File: config.mk
export PLATFORM = sky130hd
export DESIGN_NAME = adsc_seq
export DESIGN_NICKNAME = d
export VERILOG_FILES = /design/src/common/adsc_pkg.sv /design/src/hdl/adsc_result_mem.sv /design/src/hdl/adsc_seq.sv
export SDC_FILE = /design/constraint.sdc
export NUM_CORES = 1
export LEC_CHECK = 0
export BUFFER_PORTS_ARGS = -buffer_cell sky130_fd_sc_hd__buf_2
export CAP_MARGIN = 20
export CORE_MARGIN = 5
export CORE_UTILIZATION = 54
export DETAILED_ROUTE_END_ITERATION = 12
export PLACE_DENSITY = 0.76
export REMOVE_ABC_BUFFERS = 1
export SLEW_MARGIN = 20
export SYNTH_ARGS = -nofsm -noshare
export SYNTH_HDL_FRONTEND = slang
export SYNTH_SLANG_ARGS = --single-unit
export TNS_END_PERCENT = 10
File: constraint.sdc
create_clock -name aclk -period 3.3 [get_ports aclk]
set_clock_uncertainty 0.2 [all_clocks]
set_input_delay 0 -clock aclk [delete_from_list [all_inputs] [get_ports aclk]]
set_output_delay 0 -clock aclk [all_outputs]
set_load 0.01 [all_outputs]
File: src/common/adsc_pkg.sv
// ==========================================================
// Constants for the converter sequencing block
// ==========================================================
package adsc_pkg;

    // ======================================================
    // Clocking and sequence timing
    // ======================================================
    localparam int CLK_HZ          = 40_000_000;
    localparam int E_CLK_HZ        = 2_000_000;
    localparam int RC_CLK_HZ       = 2_000_000;  // Internal oscillator rate, plain default
    localparam int E_DIV           = CLK_HZ / E_CLK_HZ;
    localparam int RC_DIV          = CLK_HZ / RC_CLK_HZ;
    localparam int DIV_W           = 5;
    localparam int SEQ_E_CYCLES    = 128;
    localparam int SLOTS           = 4;
    localparam int SLOT_E_CYCLES   = SEQ_E_CYCLES / SLOTS;
    localparam int SAMPLE_E_CYCLES = 12;
    localparam int CNT_W           = 5;

    // ======================================================
    // Register map (byte addresses) and reset values
    // ======================================================
    localparam logic [7:0] ADDR_CTL  = 8'h00;
    localparam logic [7:0] ADDR_RES1 = 8'h04;
    localparam logic [7:0] ADDR_RES2 = 8'h08;
    localparam logic [7:0] ADDR_RES3 = 8'h0C;
    localparam logic [7:0] ADDR_RES4 = 8'h10;
    localparam logic [7:0] ADDR_OPT  = 8'h14;
    localparam logic [7:0] CTL_RESET = 8'h00;
    localparam logic [7:0] OPT_RESET = 8'h00;

    // ======================================================
    // Field positions
    // ======================================================
    localparam int CTL_DONE_BIT   = 7;
    localparam int CTL_ZERO_BIT   = 6;
    localparam int CTL_SCAN_BIT   = 5;
    localparam int CTL_GROUP_BIT  = 4;
    localparam int OPT_POWER_BIT  = 7;
    localparam int OPT_CLKSRC_BIT = 6;
    localparam int OPT_DELAY_BIT  = 4;

    // ======================================================
    // Bus responses and sequencer states
    // ======================================================
    localparam logic [1:0] RESP_OKAY   = 2'h0;
    localparam logic [1:0] RESP_DECERR = 2'h3;

    typedef enum logic [1:0] {
        ADSC_IDLE    = 2'b00,
        ADSC_START   = 2'b01,
        ADSC_CONVERT = 2'b10,
        ADSC_SUSPEND = 2'b11
    } adsc_state_t;

endpackage : adsc_pkg

File: src/hdl/adsc_result_mem.sv
`timescale 1ns/10ps
// ==========================================================
// Four result slots, one write port, registered read
// ==========================================================
module adsc_result_mem (
    input  wire logic       clk,
    input  wire logic       resetn,
    input  wire logic       we,
    input  wire logic [1:0] waddr,
    input  wire logic [7:0] wdata,
    input  wire logic [1:0] raddr,
    output logic      [7:0] rdata
);
    logic [7:0] slot_mem [0:3];

    // Slot storage, cleared by reset
    always_ff @(posedge clk) begin
        if (!resetn) begin
            for (int i = 0; i < 4; i++) begin
                slot_mem[i] <= 8'h00;
            end
        end else if (we) begin
            slot_mem[waddr] <= wdata;
        end
    end

    // Registered read keeps the bus path short
    always_ff @(posedge clk) begin
        if (!resetn) begin
            rdata <= 8'h00;
        end else begin
            rdata <= slot_mem[raddr];
        end
    end
endmodule : adsc_result_mem

File: src/hdl/adsc_seq.sv
`timescale 1ns/10ps
// ==========================================================
// Converter sequencer with register slave
// ==========================================================
// Notes on behaviour
// - Single channel, one-shot: four conversions into slots one to four, then halt.
// - Single channel, continuous: keep converting, wrapping back to slot one.
// - Group, one-shot: each of four group channels once into slots, then halt.
// - Group, continuous: cycle the group forever, each result to its own slot.
// - Stop or wait suspends the conversion; resume resamples that channel.
// - Control bit 7 read-only status, bit 6 reads zero, others read/write.
// - Any control write while powered starts a sequence, aborting any running one.
// - Done flag sets when all four slots valid; control write clears it.
// - In continuous mode done flag sets after first four and stays set.
// - Group bit clear: low nibble picks the single channel converted.
// - Group bit set: top two select bits pick the four-channel group.
// - Channel codes 0-7 inputs, 12-14 references, others reserved.
// - Group mode stores each result in slot given by code low bits.
// - Four read-only 8-bit result registers; writes leave them unchanged.
// - Group continuous resamples each channel once per 128 E cycles.
// - Sequence begins one E cycle after the control write.
// - Converter runs only while power bit 7 of option register is set.
// - Clock source bit picks E clock when zero, internal clock when one.
module adsc_seq
    import adsc_pkg::*;
(
    input  wire logic        aclk,
    input  wire logic        aresetn,
    input  wire logic [7:0]  s_axi_awaddr,
    input  wire logic        s_axi_awvalid,
    output logic             s_axi_awready,
    input  wire logic [31:0] s_axi_wdata,
    input  wire logic [3:0]  s_axi_wstrb,
    input  wire logic        s_axi_wvalid,
    output logic             s_axi_wready,
    output logic [1:0]       s_axi_bresp,
    output logic             s_axi_bvalid,
    input  wire logic        s_axi_bready,
    input  wire logic [7:0]  s_axi_araddr,
    input  wire logic        s_axi_arvalid,
    output logic             s_axi_arready,
    output logic [31:0]      s_axi_rdata,
    output logic [1:0]       s_axi_rresp,
    output logic             s_axi_rvalid,
    input  wire logic        s_axi_rready,
    input  wire logic        cpu_stop,
    input  wire logic        cpu_wait,
    input  wire logic [7:0]  conv_result,
    output logic [3:0]       conv_channel,
    output logic             conv_sampling,
    output logic             conv_active,
    output logic             converter_power_on,
    output logic             conv_clock_source
);
    import adsc_pkg::*;

    // ======================================================
    // Declarations
    // ======================================================
    logic [7:0]  aw_addr;
    logic        aw_have;
    logic [7:0]  w_byte;
    logic        w_lane0;
    logic        w_have;
    logic        do_write;
    logic        ctl_write;
    logic [7:0]  ar_addr;
    logic        rd_pend;
    logic [7:0]  mem_rdata;
    logic [5:0]  ctl_bits;
    logic        sequence_done_flag;
    logic [7:0]  opt_bits;
    logic        pause_meta;
    logic        pause_sync;
    logic [7:0]  res_meta;
    logic [7:0]  res_sync;
    logic [DIV_W-1:0] div_cnt;
    logic        e_tick;
    adsc_state_t state;
    logic [CNT_W-1:0] e_cnt;
    logic [1:0]  slot_idx;
    logic        slot_end;
    logic        store_en;
    logic [3:0]  next_channel;

    // ======================================================
    // Write channel: address and data taken in either order
    // ======================================================
    always_ff @(posedge aclk) begin
        if (!aresetn) begin
            s_axi_awready <= 1'b0;
            aw_have       <= 1'b0;
            aw_addr       <= 8'h00;
        end else if (s_axi_awvalid && s_axi_awready) begin
            s_axi_awready <= 1'b0;
            aw_have       <= 1'b1;
            aw_addr       <= s_axi_awaddr;
        end else if (do_write) begin
            aw_have <= 1'b0;
        end else if (!aw_have && !s_axi_bvalid) begin
            s_axi_awready <= 1'b1;
        end
    end

    always_ff @(posedge aclk) begin
        if (!aresetn) begin
            s_axi_wready <= 1'b0;
            w_have       <= 1'b0;
            w_byte       <= 8'h00;
            w_lane0      <= 1'b0;
        end else if (s_axi_wvalid && s_axi_wready) begin
            s_axi_wready <= 1'b0;
            w_have       <= 1'b1;
            w_byte       <= s_axi_wdata[7:0];
            w_lane0      <= s_axi_wstrb[0];
        end else if (do_write) begin
            w_have <= 1'b0;
        end else if (!w_have && !s_axi_bvalid) begin
            s_axi_wready <= 1'b1;
        end
    end

    // Both halves present and no response pending
    assign do_write  = aw_have && w_have && !s_axi_bvalid;
    assign ctl_write = do_write && w_lane0 && (aw_addr == ADDR_CTL);

    // Write response; result slots answer OKAY but keep data
    always_ff @(posedge aclk) begin
        if (!aresetn) begin
            s_axi_bvalid <= 1'b0;
            s_axi_bresp  <= RESP_OKAY;
        end else if (do_write) begin
            s_axi_bvalid <= 1'b1;
            if ((aw_addr == ADDR_CTL) || (aw_addr == ADDR_OPT) ||
                (aw_addr == ADDR_RES1) || (aw_addr == ADDR_RES2) ||
                (aw_addr == ADDR_RES3) || (aw_addr == ADDR_RES4)) begin
                s_axi_bresp <= RESP_OKAY;
            end else begin
                s_axi_bresp <= RESP_DECERR;
            end
        end else if (s_axi_bready) begin
            s_axi_bvalid <= 1'b0;
        end
    end

    // ======================================================
    // Control and option registers
    // ======================================================
    // Only bits 5:0 are stored; bit 7 is hardware status
    always_ff @(posedge aclk) begin
        if (!aresetn) begin
            ctl_bits <= CTL_RESET[5:0];
        end else if (ctl_write) begin
            ctl_bits <= w_byte[5:0];
        end
    end

    always_ff @(posedge aclk) begin
        if (!aresetn) begin
            opt_bits <= OPT_RESET;
        end else if (do_write && w_lane0 && (aw_addr == ADDR_OPT)) begin
            opt_bits <= w_byte;
        end
    end

    // Option bits drive the analog side through one register stage
    always_ff @(posedge aclk) begin
        if (!aresetn) begin
            converter_power_on <= 1'b0;
            conv_clock_source  <= 1'b0;
        end else begin
            converter_power_on <= opt_bits[OPT_POWER_BIT];
            conv_clock_source  <= opt_bits[OPT_CLKSRC_BIT];
        end
    end

    // ======================================================
    // Read channel: one address, data two edges later
    // ======================================================
    always_ff @(posedge aclk) begin
        if (!aresetn) begin
            s_axi_arready <= 1'b0;
            ar_addr       <= 8'h00;
            rd_pend       <= 1'b0;
        end else if (s_axi_arvalid && s_axi_arready) begin
            s_axi_arready <= 1'b0;
            ar_addr       <= s_axi_araddr;
            rd_pend       <= 1'b1;
        end else if (rd_pend) begin
            rd_pend <= 1'b0;
        end else if (!s_axi_rvalid) begin
            s_axi_arready <= 1'b1;
        end
    end

    // Memory read data settles one edge after the address
    always_ff @(posedge aclk) begin
        if (!aresetn) begin
            s_axi_rvalid <= 1'b0;
            s_axi_rdata  <= 32'h00000000;
            s_axi_rresp  <= RESP_OKAY;
        end else if (rd_pend) begin
            s_axi_rvalid <= 1'b1;
            s_axi_rresp  <= RESP_OKAY;
            case (ar_addr)
                ADDR_CTL:  s_axi_rdata <= {24'h000000, sequence_done_flag,
                                           1'b0, ctl_bits};
                ADDR_RES1,
                ADDR_RES2,
                ADDR_RES3,
                ADDR_RES4: s_axi_rdata <= {24'h000000, mem_rdata};
                ADDR_OPT:  s_axi_rdata <= {24'h000000, opt_bits};
                default: begin
                    s_axi_rdata <= 32'h00000000;
                    s_axi_rresp <= RESP_DECERR;
                end
            endcase
        end else if (s_axi_rready) begin
            s_axi_rvalid <= 1'b0;
        end
    end

    // ======================================================
    // Synchronisers for pins from outside this clock
    // ======================================================
    always_ff @(posedge aclk) begin
        if (!aresetn) begin
            pause_meta <= 1'b0;
            pause_sync <= 1'b0;
            res_meta   <= 8'h00;
            res_sync   <= 8'h00;
        end else begin
            pause_meta <= cpu_stop | cpu_wait;
            pause_sync <= pause_meta;
            res_meta   <= conv_result;
            res_sync   <= res_meta;
        end
    end

    // ======================================================
    // Converter clock divider
    // ======================================================
    // Either source becomes a tick; the internal oscillator
    // is modelled as a rate, not a second clock domain
    always_ff @(posedge aclk) begin
        if (!aresetn) begin
            div_cnt <= '0;
            e_tick  <= 1'b0;
        end else if ((!conv_clock_source && div_cnt == DIV_W'(E_DIV - 1)) ||
                     (conv_clock_source && div_cnt == DIV_W'(RC_DIV - 1))) begin
            div_cnt <= '0;
            e_tick  <= 1'b1;
        end else begin
            div_cnt <= div_cnt + 1'b1;
            e_tick  <= 1'b0;
        end
    end

    // ======================================================
    // Sequencer
    // ======================================================
    assign slot_end = e_tick && (e_cnt == CNT_W'(SLOT_E_CYCLES - 1));
    assign store_en = (state == ADSC_CONVERT) && slot_end && !pause_sync;

    // A control write wins unless power is off, and restarts from slot one
    always_ff @(posedge aclk) begin
        if (!aresetn) begin
            state    <= ADSC_IDLE;
            e_cnt    <= '0;
            slot_idx <= 2'h0;
        end else if (!converter_power_on) begin
            state    <= ADSC_IDLE;
            e_cnt    <= '0;
            slot_idx <= 2'h0;
        end else if (ctl_write) begin
            state    <= ADSC_START;
            e_cnt    <= '0;
            slot_idx <= 2'h0;
        end else begin
            case (state)
                ADSC_IDLE: begin
                    e_cnt <= '0;
                end
                ADSC_START: begin
                    if (e_tick) begin
                        state <= ADSC_CONVERT;
                    end
                end
                ADSC_CONVERT: begin
                    if (pause_sync) begin
                        state <= ADSC_SUSPEND;
                        e_cnt <= '0;
                    end else if (slot_end) begin
                        e_cnt    <= '0;
                        slot_idx <= slot_idx + 1'b1;
                        if (slot_idx == 2'h3 && !ctl_bits[CTL_SCAN_BIT]) begin
                            state <= ADSC_IDLE;
                        end
                    end else if (e_tick) begin
                        e_cnt <= e_cnt + 1'b1;
                    end
                end
                ADSC_SUSPEND: begin
                    // Same slot restarts, so the channel is resampled
                    e_cnt <= '0;
                    if (!pause_sync) begin
                        state <= ADSC_CONVERT;
                    end
                end
                default: begin
                    state <= ADSC_IDLE;
                end
            endcase
        end
    end

    // Channel code for the current slot
    always_comb begin
        if (ctl_bits[CTL_GROUP_BIT]) begin
            next_channel = {ctl_bits[3:2], slot_idx};
        end else begin
            next_channel = ctl_bits[3:0];
        end
    end

    // Mux select and sample window toward the analog side;
    // every code, reserved ones included, is driven as is
    always_ff @(posedge aclk) begin
        if (!aresetn) begin
            conv_channel  <= 4'h0;
            conv_sampling <= 1'b0;
            conv_active   <= 1'b0;
        end else begin
            conv_channel  <= next_channel;
            conv_sampling <= (state == ADSC_CONVERT) && !pause_sync &&
                             (e_cnt < CNT_W'(SAMPLE_E_CYCLES));
            conv_active   <= (state == ADSC_CONVERT) || (state == ADSC_START);
        end
    end

    // Done flag: a completing store wins over a clearing write
    always_ff @(posedge aclk) begin
        if (!aresetn) begin
            sequence_done_flag <= 1'b0;
        end else if (store_en && slot_idx == 2'h3) begin
            sequence_done_flag <= 1'b1;
        end else if (ctl_write) begin
            sequence_done_flag <= 1'b0;
        end
    end

    // ======================================================
    // Result storage
    // ======================================================
    // Slot index equals code low bits in group mode
    adsc_result_mem u_result_mem (
        .clk    (aclk),
        .resetn (aresetn),
        .we     (store_en),
        .waddr  (slot_idx),
        .wdata  (res_sync),
        .raddr  (s_axi_araddr[3:2] - 2'h1),
        .rdata  (mem_rdata)
    );

endmodule : adsc_seq

==> results.json <==
{
  "antenna_found_initial": 1,
  "grt_start_max_net_pins": 57,
  "synthCells": 533,
  "synthArstFlopShare": 0,
  "die_area_sq_um": 12400,
  "hold_class": "input pin to flop",
  "clock.fmax_ghz": 0.366,
  "critPathMostFrequentCell": "ha_1",
  "synth_top_area_frac": 0.385,
  "p_per_area_nw_per_um2": 525,
  "syn_area_sq_um": 5560,
  "grtUsageMet1": 0.255,
  "clock_latency_ns": 0.51,
  "die_y_microns": 111,
  "cts_buffers": 17,
  "hold_viol": 0,
  "setup_violations": 0,
  "clockRootBuffer": "clkbuf_8",
  "grt_setup_unrepaired": "false",
  "cap_violations": 0,
  "crit_fanout": 9,
  "wire_per_inst_microns": 15.3,
  "layout.nets": 777,
  "start_kind": "flop",
  "ys_seq_area_frac": 0.558,
  "place_congestion": 0.799,
  "gr-max-usage-layer": "met2",
  "endpoint_kind": "flop",
  "synth_top_area_cell": "dfxtp_1",
  "synth_area_leaders": "dfxtp_1 39%, edfxtp_1 17%, and2_1 7.4%",
  "io_pins": 118,
  "clock_path_buffers": 2,
  "cts_sinks": 139,
  "dp_hpwl_mm": 7.39,
  "synth.distinct_cells": 46,
  "drive_gt1_frac": 0.163,
  "first_global_vias": 4525,
  "tns_ns": 0,
  "status": "completed",
  "postRouteAntennaNets": 0,
  "cts-resized-gates": 0,
  "crit_path_max_incr_delay_ns": 0.41,
  "finalCritPeriodShare": 0.827,
  "grt_use_met2": 0.384,
  "p_leak_uw": 0.00304,
  "dp_cells": 716,
  "ys_ff_latch": 139,
  "initial_core_util": 0.546,
  "drt_iter0_drc": 250,
  "vias_per_cell": 5.13,
  "worst_pin_slew_ns": 0.767,
  "synthFlopType": "dfxtp_1",
  "cts_tree": "done",
  "synth_edf_count": 32,
  "crit_slowest_cell": "or3_1",
  "largest_reg_flops": 32,
  "clk_pin_slew_ns": 0.06,
  "grt_pass1_wl_mm": 22.0,
  "top_register": "u_result_mem.slot_mem",
  "cts-htree-levels": 4,
  "track_usage": 0.219,
  "crit_type": "flop to flop",
  "hold_buffers": 101,
  "finalMaxSlewViolations": 0,
  "maxSlewHeadroom": 0.485,
  "final_cells": 849,
  "drcViolationCount": 0,
  "period_needed_ns": 2.73,
  "vias": 4353,
  "grt_use_met3": 0.0571,
  "die_width_microns": 111,
  "io_buffers": 66,
  "ir_drop_mv": 0.388,
  "area_growth_pct": 34.9,
  "yosys_warnings": 0,
  "crit_chain": "ha_1 -> and3_1 -> ha_1 -> nand2_1 -> or3_1 -> nor3b_1 -> buf_4 -> nand2b_1",
  "dr.pass1.iters": 5,
  "arrival_ns": 2.70,
  "cts_setup_buffers": 0,
  "wirelength_mm": 13.0,
  "rows": 37,
  "worstPathRequired_ns": 3.27,
  "overflow": 0,
  "placeableCoreArea_sq_um": 10200,
  "synth.avg_cell_area_sq_um": 10.4
}
-- per-layer routing --
metal / up-vias / wire (microns)
li1: 2139 / -
met1: 2070 / 5310
met2: 122 / 6910
met3: 22 / 560
met4: 0 / 235
met5: - / 0
-- placed cells by master, fill, tap and decap left out, drive strengths merged, types with 8 or more instances in the layout --
cell type | netlist | routed
dfxtp | 107 | 107
inv | 11 | 13
edfxtp | 32 | 32
dlygate4sd3 | 0 | 101
a21oi | 39 | 39
ha | 8 | 8
nand3 | 23 | 23
mux2i | 19 | 19
mux4 | 8 | 8
nor3 | 8 | 8
buf | 28 | 72
nor2 | 43 | 43
conb | 1 | 24
a22oi | 8 | 8
and2 | 66 | 66
clkbuf | 20 | 23
nand2 | 51 | 51
nand2b | 8 | 8
-- final timing paths --
path                                              from                                   endpoint  slack (ns)  cells after the start
worst max-delay path             e_cnt[0]$_SDFFE_PP0P_  u_result_mem.slot_mem[1][5]$_SDFFCE_PN0P_        0.57                      8
worst min-delay path                      s_axi_bready                  s_axi_bvalid$_SDFFE_PN0P_        0.09                      4
worst max register to register   e_cnt[0]$_SDFFE_PP0P_  u_result_mem.slot_mem[1][5]$_SDFFCE_PN0P_        0.57                      8
worst min register to register  res_meta[1]$_SDFF_PN0_                     res_sync[1]$_SDFF_PN0_        0.23                      1
-- per-stage QoR --
stage | hold WS, ns | util | cell area [sq um] | setup WS (ns) | power [uW]
3_3_place_gp | 0.00618 | 0.580 | 5910 | 0.675 | 2050
6_report | 0.0931 | 0.737 | 7500 | 0.571 | 3940
5_1_grt | 0.102 | 0.737 | 7500 | 0.333 | 4090
3_5_place_dp | 0.00855 | 0.580 | 5910 | 0.617 | 2070
2_1_floorplan | -0.0842 | - | 5360 | 0.692 | 1980
4_1_cts | 0.0669 | 0.737 | 7500 | 0.540 | 3940
-- critical path, delay by kind of cell, from the launching register on --
family / cells / cell delay, ns
simple gates: 5 / 1.23
buf+inv: 1 / 0.18
flops: 1 / 0.38
fa+ha+maj: 2 / 0.40
-- synth_stat cells (3+ instances only) --
master	count
clkbuf_1	20
nand4b_1	4
dfxtp_1	107
nor2_1	43
nand2b_1	8
ha_1	8
edfxtp_1	32
nand2_1	51
and2_1	66
a221o_1	7
nand3_1	22
mux2i_1	19
a21oi_1	39
nor2b_1	3
mux4_2	8
or4_1	3
o21ai_0	5
a22oi_1	8
a31oi_1	3
xnor2_1	3
nor3_1	8
buf_4	26
inv_1	11
-- cells by family after synthesis --
kind of cell             share of synthesized area
AND/OR/NAND/NOR                              0.211
flip-flops                                   0.558
AO/OA/AOI/OAI                               0.0812
buffers and inverters                       0.0587
multiplexers                                0.0666
adder cells (fa/ha/maj)                     0.0180
XOR/XNOR                                   0.00630
other                                     0.000674
-- layout make-up --
| class | count | area [sq um] |
|---|---|---|
| diodes | 1 | 2.50 |
| clock buffers | 23 | 531 |
| clock inverters | 8 | 51.3 |
| fillers | 658 | 2680 |
| inverters | 11 | 41.3 |
| multi-input cells | 358 | 2220 |
| flip-flops and latches | 139 | 3100 |
| well taps | 136 | 170 |
| repair buffers | 173 | 1390 |
-- power by group --
| group | internal (uW) | switching, uW | total, uW |
|---|---|---|---|
| combinational | 155 | 130 | 285 |
| sequential | 1800 | 46.3 | 1850 |
| clock | 1110 | 690 | 1800 |
Power figures use the tool's default switching activity.
